## src/rtl/feature_id_cfg.svh

```systemverilog
// Selector codes, field positions and constant values of the feature bank.
`ifndef FEATURE_ID_CFG_SVH
`define FEATURE_ID_CFG_SVH

// ****************************************************************
// Coprocessor selectors
// ****************************************************************
`define FID_COPROC_NUM      4'hf
`define FID_OPC1            3'h0
`define FID_PRIMARY_SEL     4'h0
`define FID_SECONDARY_SEL   4'h1
`define FID_OPC2_AUX        3'h3
`define FID_OPC2_MMF0       3'h4
`define FID_OPC2_MMF1       3'h5

// ****************************************************************
// Processor mode codes
// ****************************************************************
`define FID_MODE_USER       5'h10

// ****************************************************************
// Register values
// ****************************************************************
`define FID_AUX_VALUE       32'h0000_0000
`define FID_AUX_RSVD_MSB    31
`define FID_AUX_RSVD_LSB    16
`define FID_MMF0_VIRT_MEM   4'h3
`define FID_MMF0_PROT_MEM   4'h0
`define FID_MMF0_COH_CPU    4'h0
`define FID_MMF0_COH_DMA    4'h0
`define FID_MMF0_TIGHT_MEM  4'h3
`define FID_MMF0_AUXCTL     4'h1
`define FID_MMF0_FAST_SW    4'h1
`define FID_MMF0_RSVD       4'h0
`define FID_MMF1_ADDR_HARV  4'h2
`define FID_MMF1_ADDR_UNI   4'h0
`define FID_MMF1_SW_HARV    4'h3
`define FID_MMF1_SW_UNI     4'h0
`define FID_MMF1_ALL_HARV   4'h3
`define FID_MMF1_ALL_UNI    4'h0
`define FID_MMF1_TEST_CLEAN 4'h0
`define FID_MMF1_BTB        4'h1

`endif

```

## src/rtl/feature_id_pkg.sv

```systemverilog
// Types shared by the feature identification bank.
`default_nettype none

package feature_id_pkg;

  // Coprocessor register transfer request from the core.
  typedef struct packed {
    logic       valid;
    logic       is_write;
    logic [4:0] mode;
    logic       nonsecure;
    logic [3:0] coproc;
    logic [2:0] opc1;
    logic [3:0] primary_sel;
    logic [3:0] secondary_sel;
    logic [2:0] opc2;
  } cp_req_s;

  // Answer of the bank to one request.
  typedef struct packed {
    logic        hit;
    logic        undef;
    logic [31:0] data;
  } cp_rsp_s;

  // Which register a request selects.
  typedef enum logic [1:0] {
    SEL_NONE,
    SEL_AUX,
    SEL_MMF0,
    SEL_MMF1
  } reg_sel_e;

endpackage : feature_id_pkg
`default_nettype wire

```

## src/rtl/feature_id_register_bank.sv

```systemverilog
// Read-only feature identification bank on the coprocessor transfer port.
`timescale 1ns/1ps
`default_nettype none
`include "feature_id_cfg.svh"

module feature_id_register_bank
  import feature_id_pkg::*;
(
  // Clock and reset
  input  wire logic    clock,
  input  wire logic    rst_n,
  // Coprocessor transfer request
  input  wire cp_req_s req,
  // Registered answer, one cycle after the request
  output var  cp_rsp_s rsp
);

  // ****************************************************************
  // Decode
  // ****************************************************************

  // Maps the selector fields of a request to one register of the bank.
  function automatic reg_sel_e decode_sel(input cp_req_s r);
    reg_sel_e s;
    s = SEL_NONE;
    if (r.coproc != `FID_COPROC_NUM || r.opc1 != `FID_OPC1 ||
        r.primary_sel != `FID_PRIMARY_SEL ||
        r.secondary_sel != `FID_SECONDARY_SEL) begin
      s = SEL_NONE;
    end else if (r.opc2 == `FID_OPC2_AUX) begin
      s = SEL_AUX;
    end else if (r.opc2 == `FID_OPC2_MMF0) begin
      s = SEL_MMF0;
    end else if (r.opc2 == `FID_OPC2_MMF1) begin
      s = SEL_MMF1;
    end else begin
      s = SEL_NONE;
    end
    return s;
  endfunction : decode_sel

  // Decoded selection, constant word, mode flag and answer register.
  reg_sel_e    sel;
  logic [31:0] const_word;
  logic        is_user;
  cp_rsp_s     rsp_d;
  cp_rsp_s     rsp_q;

  // Qualifies the selection with valid and flags a user-mode request.
  assign sel     = req.valid ? decode_sel(req) : SEL_NONE;
  assign is_user = (req.mode == `FID_MODE_USER);

  // Looks up the fixed word of the selected register.
  feature_id_values u_values (
    .sel   (sel),
    .value (const_word)
  );

  // ****************************************************************
  // Answer
  // ****************************************************************

  // Builds the answer; both security worlds are treated alike.
  always_comb begin
    rsp_d = '0;
    if (sel != SEL_NONE) begin
      rsp_d.hit = 1'b1;
      if (is_user || req.is_write) begin
        rsp_d.undef = 1'b1;
      end else begin
        rsp_d.data = const_word;
      end
    end
  end

  // Registers the answer so the output comes from a flip-flop.
  always_ff @(posedge clock) begin
    if (!rst_n) begin
      rsp_q <= '0;
    end else begin
      rsp_q <= rsp_d;
    end
  end

  // Drives the port straight from the answer register.
  assign rsp = rsp_q;
endmodule : feature_id_register_bank
`default_nettype wire

```

## src/rtl/feature_id_values.sv

```systemverilog
// Constant contents of the three feature identification registers.
`timescale 1ns/1ps
`default_nettype none
`include "feature_id_cfg.svh"

module feature_id_values
  import feature_id_pkg::*;
(
  // Selection
  input  wire reg_sel_e    sel,
  // Constant word for the selection
  output var  logic [31:0] value
);

  // ****************************************************************
  // Value table
  // ****************************************************************

  // Picks the fixed encoding of the selected register.
  always_comb begin
    case (sel)
      SEL_AUX: begin
        value = `FID_AUX_VALUE;
      end
      SEL_MMF0: begin
        value = {`FID_MMF0_RSVD,
                 `FID_MMF0_FAST_SW,
                 `FID_MMF0_AUXCTL,
                 `FID_MMF0_TIGHT_MEM,
                 `FID_MMF0_COH_DMA,
                 `FID_MMF0_COH_CPU,
                 `FID_MMF0_PROT_MEM,
                 `FID_MMF0_VIRT_MEM};
      end
      SEL_MMF1: begin
        value = {`FID_MMF1_BTB,
                 `FID_MMF1_TEST_CLEAN,
                 `FID_MMF1_ALL_UNI,
                 `FID_MMF1_ALL_HARV,
                 `FID_MMF1_SW_UNI,
                 `FID_MMF1_SW_HARV,
                 `FID_MMF1_ADDR_UNI,
                 `FID_MMF1_ADDR_HARV};
      end
      default: begin
        value = 32'h0000_0000;
      end
    endcase
  end

endmodule : feature_id_values
`default_nettype wire

```

## config.mk

```make
export PLATFORM = sky130hd
export DESIGN_NAME = feature_id_register_bank
export DESIGN_NICKNAME = d
export VERILOG_FILES = /design/src/rtl/feature_id_pkg.sv /design/src/rtl/feature_id_register_bank.sv /design/src/rtl/feature_id_values.sv
export VERILOG_INCLUDE_DIRS = /design/src /design/src/rtl
export SDC_FILE = /design/constraint.sdc
export NUM_CORES = 1
export LEC_CHECK = 0
export BUFFER_PORTS_ARGS = -buffer_cell sky130_fd_sc_hd__buf_4
export CORE_MARGIN = 1
export CORE_UTILIZATION = 29
export DETAILED_ROUTE_END_ITERATION = 16
export PLACE_DENSITY = 0.8
export SYNTH_ARGS = -nofsm -noshare
export SYNTH_HDL_FRONTEND = slang
export SYNTH_SLANG_ARGS = --single-unit
export TNS_END_PERCENT = 100
```

## constraint.sdc

```tcl
create_clock -name clock -period 1.7 [get_ports clock]
set_input_delay 0.085 -clock clock [delete_from_list [all_inputs] [get_ports clock]]
set_output_delay 0.085 -clock clock [all_outputs]
set_load 0.05 [all_outputs]
```

==> results of run 1 <==
how the worst max path moves through the flow:
stage / from / to / depth (start not counted)
6_report: req[11] / rsp[24] / 4
5_1_grt: req[19] / rsp[32] / 4
4_1_cts: req[11] / rsp[32] / 3
3_5_place_dp: req[11] / rsp[24] / 4
3_3_place_gp: req[11] / rsp[9] / 4
2_1_floorplan: req[11] / rsp[24] / 3
logic make-up (layout without fill, tap and decap cells):
| kind of cell | Yosys count | in the layout | share of synthesized area, % |
|---|---|---|---|
| AO/OA/AOI/OAI | 4 | 4 | 7.303 |
| buffers and inverters | 31 | 43 | 50.56 |
| flip-flops | 5 | 5 | 22.47 |
| other | 1 | 23 | 0.8419 |
| AND/OR/NAND/NOR | 12 | 12 | 18.82 |
routing by layer:
| metal | track usage [%] | vias up | wire (um) |
|---|---|---|---|
| met4 | 9.677 | 0 | 0 |
| met1 | 9.265 | 171 | 276 |
| met5 | 0 | - | 0 |
| met3 | 0 | 0 | 82 |
| met2 | 19.92 | 28 | 538 |
| li1 | - | 195 | - |
critical path, cell delays in order:
cell      delay [ns]
buf_4           0.11
or4b_4          0.54
a2111o_1        0.43
nor3_1          0.16
placed cells by master (no fill, tap or decap), types with 2 or more instances in the layout:
cell      Yosys  final
buf_4        29     37
conb_1        1     23
dfxtp_1       5      5
nor3_1        3      3
clkbuf_4      0      3
nor2_1        2      2
inv_1         2      2
layout make-up:
class                      count  area, um2  area share [%]
timing repair buffer          37      277.8           43.87
tap                           15      18.77           2.964
multi-input combinational     39      202.7           32.02
inverter                       2      7.507           1.186
sequential                     5      100.1           15.81
clock buffer                   4      26.28           4.150
report_power, final:
part | internal, uW | switching (uW) | total (uW)
sequential | 118 | 0.000111 | 118
clock | 88.5 | 44.5 | 133
combinational | 42.8 | 124 | 166
total | 249 | 168 | 417
per-stage QoR:
step	cell area (um2)	util, %	power (uW)
CTS	633.1	46.34	424.2
global route	633.1	46.34	438.6
finish	633.1	46.34	417.2
floorplan	528.0	-	280.4
detailed placement	606.8	44.41	285.5
global placement	606.8	44.41	284.4
==> impl_metrics.env, run 1 <==
export IMPL_pre_cts_ws_ns=0.2783
export IMPL_relSlewSlack_pct=67.92
export IMPL_start_util_pct=32.60
export IMPL_fmax_ghz=0.8524
export IMPL_synth_async_reset_ratio_pct=0
export IMPL_timing_hold_ws_ns=0.04230
export IMPL_finalSetupViolCount=0
export IMPL_synth_flop_cell="dfxtp_1"
export IMPL_grtUsageTotal_pct=10.21
export IMPL_slew_viol_final=0
export IMPL_dieArea_um2=1697
export IMPL_setup_ws_ns=0.5268
export IMPL_synth_most_common_cell="buf_4"
export IMPL_cts_resized=0
export IMPL_wl_per_cell_um=8.794
export IMPL_cts_tree="built"
export IMPL_finalHoldViolCount=0
export IMPL_period_minus_slack_ns=1.173
export IMPL_clock_root_buffer="clkbuf_4"
export IMPL_gp_congestion=0.6424
export IMPL_crit_required_ns=1.85
export IMPL_ys_types=17
export IMPL_powerDensity_nw_per_um2=658.9
export IMPL_synth_edff_count=0
export IMPL_fill_cells=154
export IMPL_synth_seq_cells=5
export IMPL_synthTopCellsByArea="buf_4 49%, dfxtp_1 22%, nor3_1 3.4%"
export IMPL_holdPathEnd="rsp[24]"
export IMPL_final_antenna_net_count=0
export IMPL_pin_count=62
export IMPL_dieHeight_um=41.19
export IMPL_antenna_cells=0
export IMPL_ys_seq_area_share_pct=22.47
export IMPL_core_area_um2=1366
export IMPL_rsz0062_at_grt="no"
export IMPL_clk_path_buf_depth=2
export IMPL_drt_iter0_markers=4
export IMPL_arrival_ns=1.33
export IMPL_drc=0
export IMPL_maxCapViolCount=0
export IMPL_gr_total_overflow=0
export IMPL_tightestPinTransition_ns=0.4690
export IMPL_dp_cells=98
export IMPL_numPortBuffers=37
export IMPL_syn_avg_cell_area_um2=8.404
export IMPL_grt_pass1_vias=300
export IMPL_cts_setup_buffers=0
export IMPL_cts_clk_slew_worst_paths_ns=0.04
export IMPL_cp_start_kind="input port"
export IMPL_synth_common_cells="29 x buf_4, 5 x dfxtp_1, 3 x nor3_1"
export IMPL_syn_area_um2=445.4
export IMPL_path_max_fanout=3
export IMPL_tns_ns=0
export IMPL_grt_max_degree=6
export IMPL_synth_top_area_share_pct=48.88
export IMPL_area_growth_pct=42.13
export IMPL_antenna_found_initial=0
export IMPL_yosysWarnings=0
export IMPL_syn_inst=53
export IMPL_holdCritPathClass="input port to flop"
export IMPL_cts_htree_levels=1
export IMPL_clock_sinks=5
export IMPL_setup_worst_path_class="input port to flop"
export IMPL_vias=394
export IMPL_largest_register_ffs=5
export IMPL_postCtsHoldBufs=0
export IMPL_p_leak_uw=0.0003461
export IMPL_routed_wl_um=897
export IMPL_end_kind="flop"
export IMPL_grt_pass1_wl_um=1110
export IMPL_layout_nets=116
export IMPL_run_status="finished, final reports clean"
export IMPL_hold_path_startpoint="req[0]"
export IMPL_die_w_um=41.19
export IMPL_fin_cells=102
export IMPL_via_per_inst=3.863
export IMPL_ir_worst_vdd_mv=0.2261
export IMPL_cts_buffers=3
export IMPL_rows=13
export IMPL_yosysTopAreaCell="buf_4"
export IMPL_drive_above_1_share_pct=47.13
export IMPL_min_period_over_period_pct=69.01
export IMPL_drt_pass1_iter_count=4
export IMPL_hold_path_depth=2
Power figures use the tool's default switching activity.
==> run 2: changes to the inputs <==
- clock period: 1.7 -> 1.1 ns (I/O delays scaled with it)
==> impl_metrics.env, run 2 (synthesis results as in run 1) <==
export IMPL_run_status="finished, final reports clean"
export IMPL_power_frac_comb_pct=40.3
export IMPL_setup_ws_ns=0.03894
export IMPL_cp_slowest_cell="or4b_4"
export IMPL_holdPathEnd="rsp[9]"
export IMPL_gr_total_overflow=0
export IMPL_fin_cells=103
export IMPL_dp_cells=98
export IMPL_cp_cell_sequence="buf_4 > or4b_4 > a2111o_1 > nor3_1"
export IMPL_cts_htree_levels=1
export IMPL_slew_viol_final=0
export IMPL_pin_count=62
export IMPL_grt_max_degree=6
export IMPL_gp_congestion=0.6318
export IMPL_clk_path_buf_depth=2
export IMPL_pwr_share_seq_pct=27.7
export IMPL_p_leak_uw=0.0003518
export IMPL_grtUsageTotal_pct=13.19
export IMPL_die_w_um=41.19
export IMPL_critPathMaxStageDelay_ns=0.55
export IMPL_area_growth_pct=47.19
export IMPL_hold_path_depth=3
export IMPL_drc=0
export IMPL_tns_ns=0
export IMPL_drt_pass1_iter_count=1
export IMPL_wl_per_cell_um=10.13
export IMPL_end_kind="flop"
export IMPL_ir_worst_vdd_mv=0.2688
export IMPL_routed_wl_um=1043
export IMPL_dieArea_um2=1697
export IMPL_holdCritPathClass="input port to flop"
export IMPL_hold_path_startpoint="req[0]"
export IMPL_cts_setup_buffers=0
export IMPL_final_common_cell="buf_4"
export IMPL_antenna_found_initial=0
export IMPL_rows=13
export IMPL_finalHoldViolCount=0
export IMPL_switching_share_pct=40.86
export IMPL_clock_root_buffer="clkbuf_4"
export IMPL_power_switching_uw=268.2
export IMPL_p_int_uw=388.2
export IMPL_final_antenna_net_count=0
export IMPL_arrival_ns=1.21
export IMPL_layout_nets=117
export IMPL_cts_tree="built"
export IMPL_largest_register_ffs=5
export IMPL_drive_above_1_share_pct=48.86
export IMPL_drt_iter0_markers=0
export IMPL_via_per_inst=3.874
export IMPL_path_max_fanout=3
export IMPL_rsz0062_at_grt="no"
export IMPL_pre_cts_ws_ns=-0.3780
export IMPL_clock_sinks=5
export IMPL_antenna_cells=0
export IMPL_p_clk_share_pct=32.0
export IMPL_period_minus_slack_ns=1.061
export IMPL_dp_hpwl_um=932.4
export IMPL_final_cell_mix="37 x buf_4, 23 x conb_1, 5 x dfxtp_1"
export IMPL_cts_buffers=3
export IMPL_min_period_over_period_pct=96.46
export IMPL_dieHeight_um=41.19
export IMPL_finalSetupViolCount=0
export IMPL_maxCapViolCount=0
export IMPL_crit_required_ns=1.25
export IMPL_start_util_pct=32.60
export IMPL_grt_pass1_wl_um=1380
export IMPL_cts_clk_slew_worst_paths_ns=0.04
export IMPL_cp_start_kind="input port"
export IMPL_numPortBuffers=37
export IMPL_fmax_ghz=0.9425
export IMPL_powerDensity_nw_per_um2=1001
export IMPL_grt_pass1_vias=345
export IMPL_core_area_um2=1366
export IMPL_setup_worst_path_class="input port to flop"
export IMPL_vias=399
==> run 2: cell type report <==
class | instances | area, um2
Clock buffer | 4 | 26.28
Sequential cell | 5 | 100.1
Tap cell | 15 | 18.77
Inverter | 2 | 7.507
Fill cell | 132 | 710.7
Timing Repair Buffer | 38 | 287.8
Multi-Input combinational cell | 39 | 215.2
==> run 2: layer usage <==
metal  vias to the layer above  part of all wire, %  global-route usage (%)
met2                        25                   63                   25.78
met4                         0                    0                   9.677
li1                        196                    -                       -
met1                       178                   29                   11.15
met5                         -                    0                       0
met3                         0                  7.3                   3.261
==> run 2: through the flow <==
stage	hold slack, ns	instance area [um2]	util (%)	total power, uW
final	0.07242	655.6	47.99	656.4
after global routing	0.05532	655.6	47.99	701.0
after CTS	0.06617	650.6	47.62	662.0
after detailed placement	0.2544	606.8	44.41	442.5
after global placement	0.2453	606.8	44.41	439.1
after floorplan	0.1343	528.0	-	433.3
==> run 2: how the worst max path moves through the flow <==
| stage | end | slack, ns | cells past startpoint | from |
|---|---|---|---|---|
| after floorplan | rsp[24] | 0.01 | 3 | req[11] |
| after global placement | rsp[9] | -0.13 | 4 | req[11] |
| after detailed placement | rsp[32] | -0.38 | 4 | req[19] |
| after CTS | rsp[32] | 0.02 | 3 | req[11] |
| after global routing | rsp[24] | 0.006 | 4 | req[11] |
| final | rsp[9] | 0.04 | 4 | req[11] |
==> run 2: what timing repair did <==
action	4_1_cts	5_1_grt
setup endpoints to repair	1	1
pin swaps	0	0
hold buffers	1	0
resized for setup	2	1
endpoints found under the hold margin	1	0
==> run 2: critical path: cells and delay by family <==
| kind | cells | cell delay [ns] |
|---|---|---|
| buffers and inverters | 1 | 0.11 |
| AOI/OAI and AO/OA | 1 | 0.34 |
| and+or+nand+nor | 2 | 0.71 |
==> run 2: power by group through the flow <==
stage	clock (uW)	combinational (uW)	sequential, uW
floorplan	0	248	185
global placement	0	254	185
detailed placement	0	257	185
CTS	218	262	182
global route	241	279	181
finish	210	265	182
==> run 3: changes to the inputs <==
- BUFFER_PORTS_ARGS: -buffer_cell sky130_fd_sc_hd__buf_4 -> -buffer_cell sky130_fd_sc_hd__buf_2
- CELL_PAD_IN_SITES_DETAIL_PLACEMENT: default -> 0
- CELL_PAD_IN_SITES_GLOBAL_PLACEMENT: default -> 1
- CORE_UTILIZATION: 29 -> 18
- PLACE_DENSITY: 0.8 -> default
- PLACE_DENSITY_LB_ADDON: default -> 0.2
==> impl_metrics.env, run 3 (synthesis results as in run 1) <==
export IMPL_hold_path_depth=2
export IMPL_wl_per_cell_um=6.769
export IMPL_grt_pass1_wl_um=972
export IMPL_cts_clk_slew_worst_paths_ns=0.04
export IMPL_p_clk_share_pct=32.8
export IMPL_finish_utilization_pct=25.12
export IMPL_clock_sinks=5
export IMPL_final_cell_mix="37 x buf_2, 23 x conb_1, 5 x dfxtp_1"
export IMPL_drc=0
export IMPL_via_per_inst=3.410
export IMPL_area_growth_pct=28.37
export IMPL_dieHeight_um=51.75
export IMPL_cts_setup_buffers=0
export IMPL_maxCapViolCount=0
export IMPL_min_period_over_period_pct=92.91
export IMPL_period_minus_slack_ns=1.022
export IMPL_drt_pass1_iter_count=2
export IMPL_ir_worst_vdd_mv=0.2486
export IMPL_cts_buffers=3
export IMPL_holdCritPathClass="input port to flop"
export IMPL_cts_tree="built"
export IMPL_drt_iter0_markers=2
export IMPL_crit_required_ns=1.25
export IMPL_grtUsageTotal_pct=5.308
export IMPL_postCtsHoldBufs=0
export IMPL_core_area_um2=2276
export IMPL_pwr_share_seq_pct=29.5
export IMPL_antenna_cells=0
export IMPL_clock_root_buffer="clkbuf_4"
export IMPL_finalHoldViolCount=0
export IMPL_power_frac_comb_pct=37.6
export IMPL_final_cell_area_um2=571.8
export IMPL_dp_hpwl_um=741.9
export IMPL_fmax_ghz=0.9785
export IMPL_gp_congestion=0.6869
export IMPL_final_common_cell="buf_2"
export IMPL_start_util_pct=19.57
export IMPL_rows=17
export IMPL_finalSetupViolCount=0
export IMPL_end_kind="flop"
export IMPL_p_leak_uw=0.0003347
export IMPL_dieArea_um2=2678
export IMPL_arrival_ns=1.18
export IMPL_largest_register_ffs=5
export IMPL_powerDensity_nw_per_um2=1078
export IMPL_clk_path_buf_depth=2
export IMPL_antenna_found_initial=0
export IMPL_gr_total_overflow=0
export IMPL_hold_path_startpoint="req[0]"
export IMPL_pin_count=62
export IMPL_slew_viol_final=0
export IMPL_setup_worst_path_class="input port to flop"
export IMPL_cts_resized=0
export IMPL_die_w_um=51.75
export IMPL_cts_htree_levels=1
export IMPL_cp_start_kind="input port"
export IMPL_grt_max_degree=4
export IMPL_rsz0062_at_grt="no"
export IMPL_grt_pass1_vias=265
export IMPL_drive_above_1_share_pct=48.31
export IMPL_routed_wl_um=792
export IMPL_path_max_fanout=3
export IMPL_power_switching_uw=256.1
export IMPL_dp_cells=113
export IMPL_fin_cells=117
export IMPL_final_antenna_net_count=0
export IMPL_vias=399
export IMPL_placed_area_um2=545.5
export IMPL_layout_nets=118
export IMPL_run_status="finished, final reports clean"
export IMPL_switching_share_pct=41.55
export IMPL_numPortBuffers=37
export IMPL_holdPathEnd="rsp[24]"
export IMPL_p_int_uw=360.3
## run 3: cell count changes in the layout (fill, tap and decap cells not counted)
cell,before,now
a2111oi_2,1,0
buf_4,37,2
nor4b_1,0,1
nor4b_2,1,0
buf_2,0,37
dlygate4sd3_1,1,0
a2111oi_0,0,1
## run 3: per-layer routing
metal  vias to the layer above  wire, um  share of wire (%)  GRT usage (%)
met5                         -         0                  0              0
met4                         0         0                  0          6.757
met3                         0        80                 10          1.170
met2                        27       448                 57          9.524
met1                       174       264                 33          4.203
li1                        198         -                  -              -
## run 3: through the flow
step	power [uW]	setup slack, ns	hold WS, ns	TNS (ns)
2_1_floorplan	433.3	0.01241	0.1343	0
6_report	616.4	0.07798	0.01929	0
5_1_grt	655.7	0.05429	0.01939	0
3_3_place_gp	415.8	-0.1673	0.2744	-0.4753
4_1_cts	629.8	0.09711	0.006447	0
3_5_place_dp	416.3	-0.1580	0.2624	-0.4677
## run 3: worst max-delay path, stage by stage
cell and delay (ns):
buf_2 0.09, or4b_4 0.53, a2111o_1 0.35, nor3_1 0.15
## run 3: area by class of cell
class                   instances  area, um2
multi-input cells              39      202.7
fillers                       261       1704
repair buffers                 39      200.2
flip-flops and latches          5      100.1
well taps                      28      35.03
clock buffers                   4      26.28
inverters                       2      7.507
## run 3: power groups by stage
stage	Clock, uW	Combinational, uW	Sequential, uW
finish	202	232	182
global route	230	244	182
CTS	217	231	182
detailed placement	0	231	185
global placement	0	231	185
floorplan	0	248	185
## run 3: worst max path at each step
stage	from	endpoint	slack, ns	cells past startpoint
6_report	req[11]	rsp[9]	0.08	4
5_1_grt	req[11]	rsp[24]	0.05	4
4_1_cts	req[11]	rsp[9]	0.1	4
3_5_place_dp	req[11]	rsp[9]	-0.16	4
3_3_place_gp	req[11]	rsp[9]	-0.17	4
2_1_floorplan	req[11]	rsp[24]	0.01	3
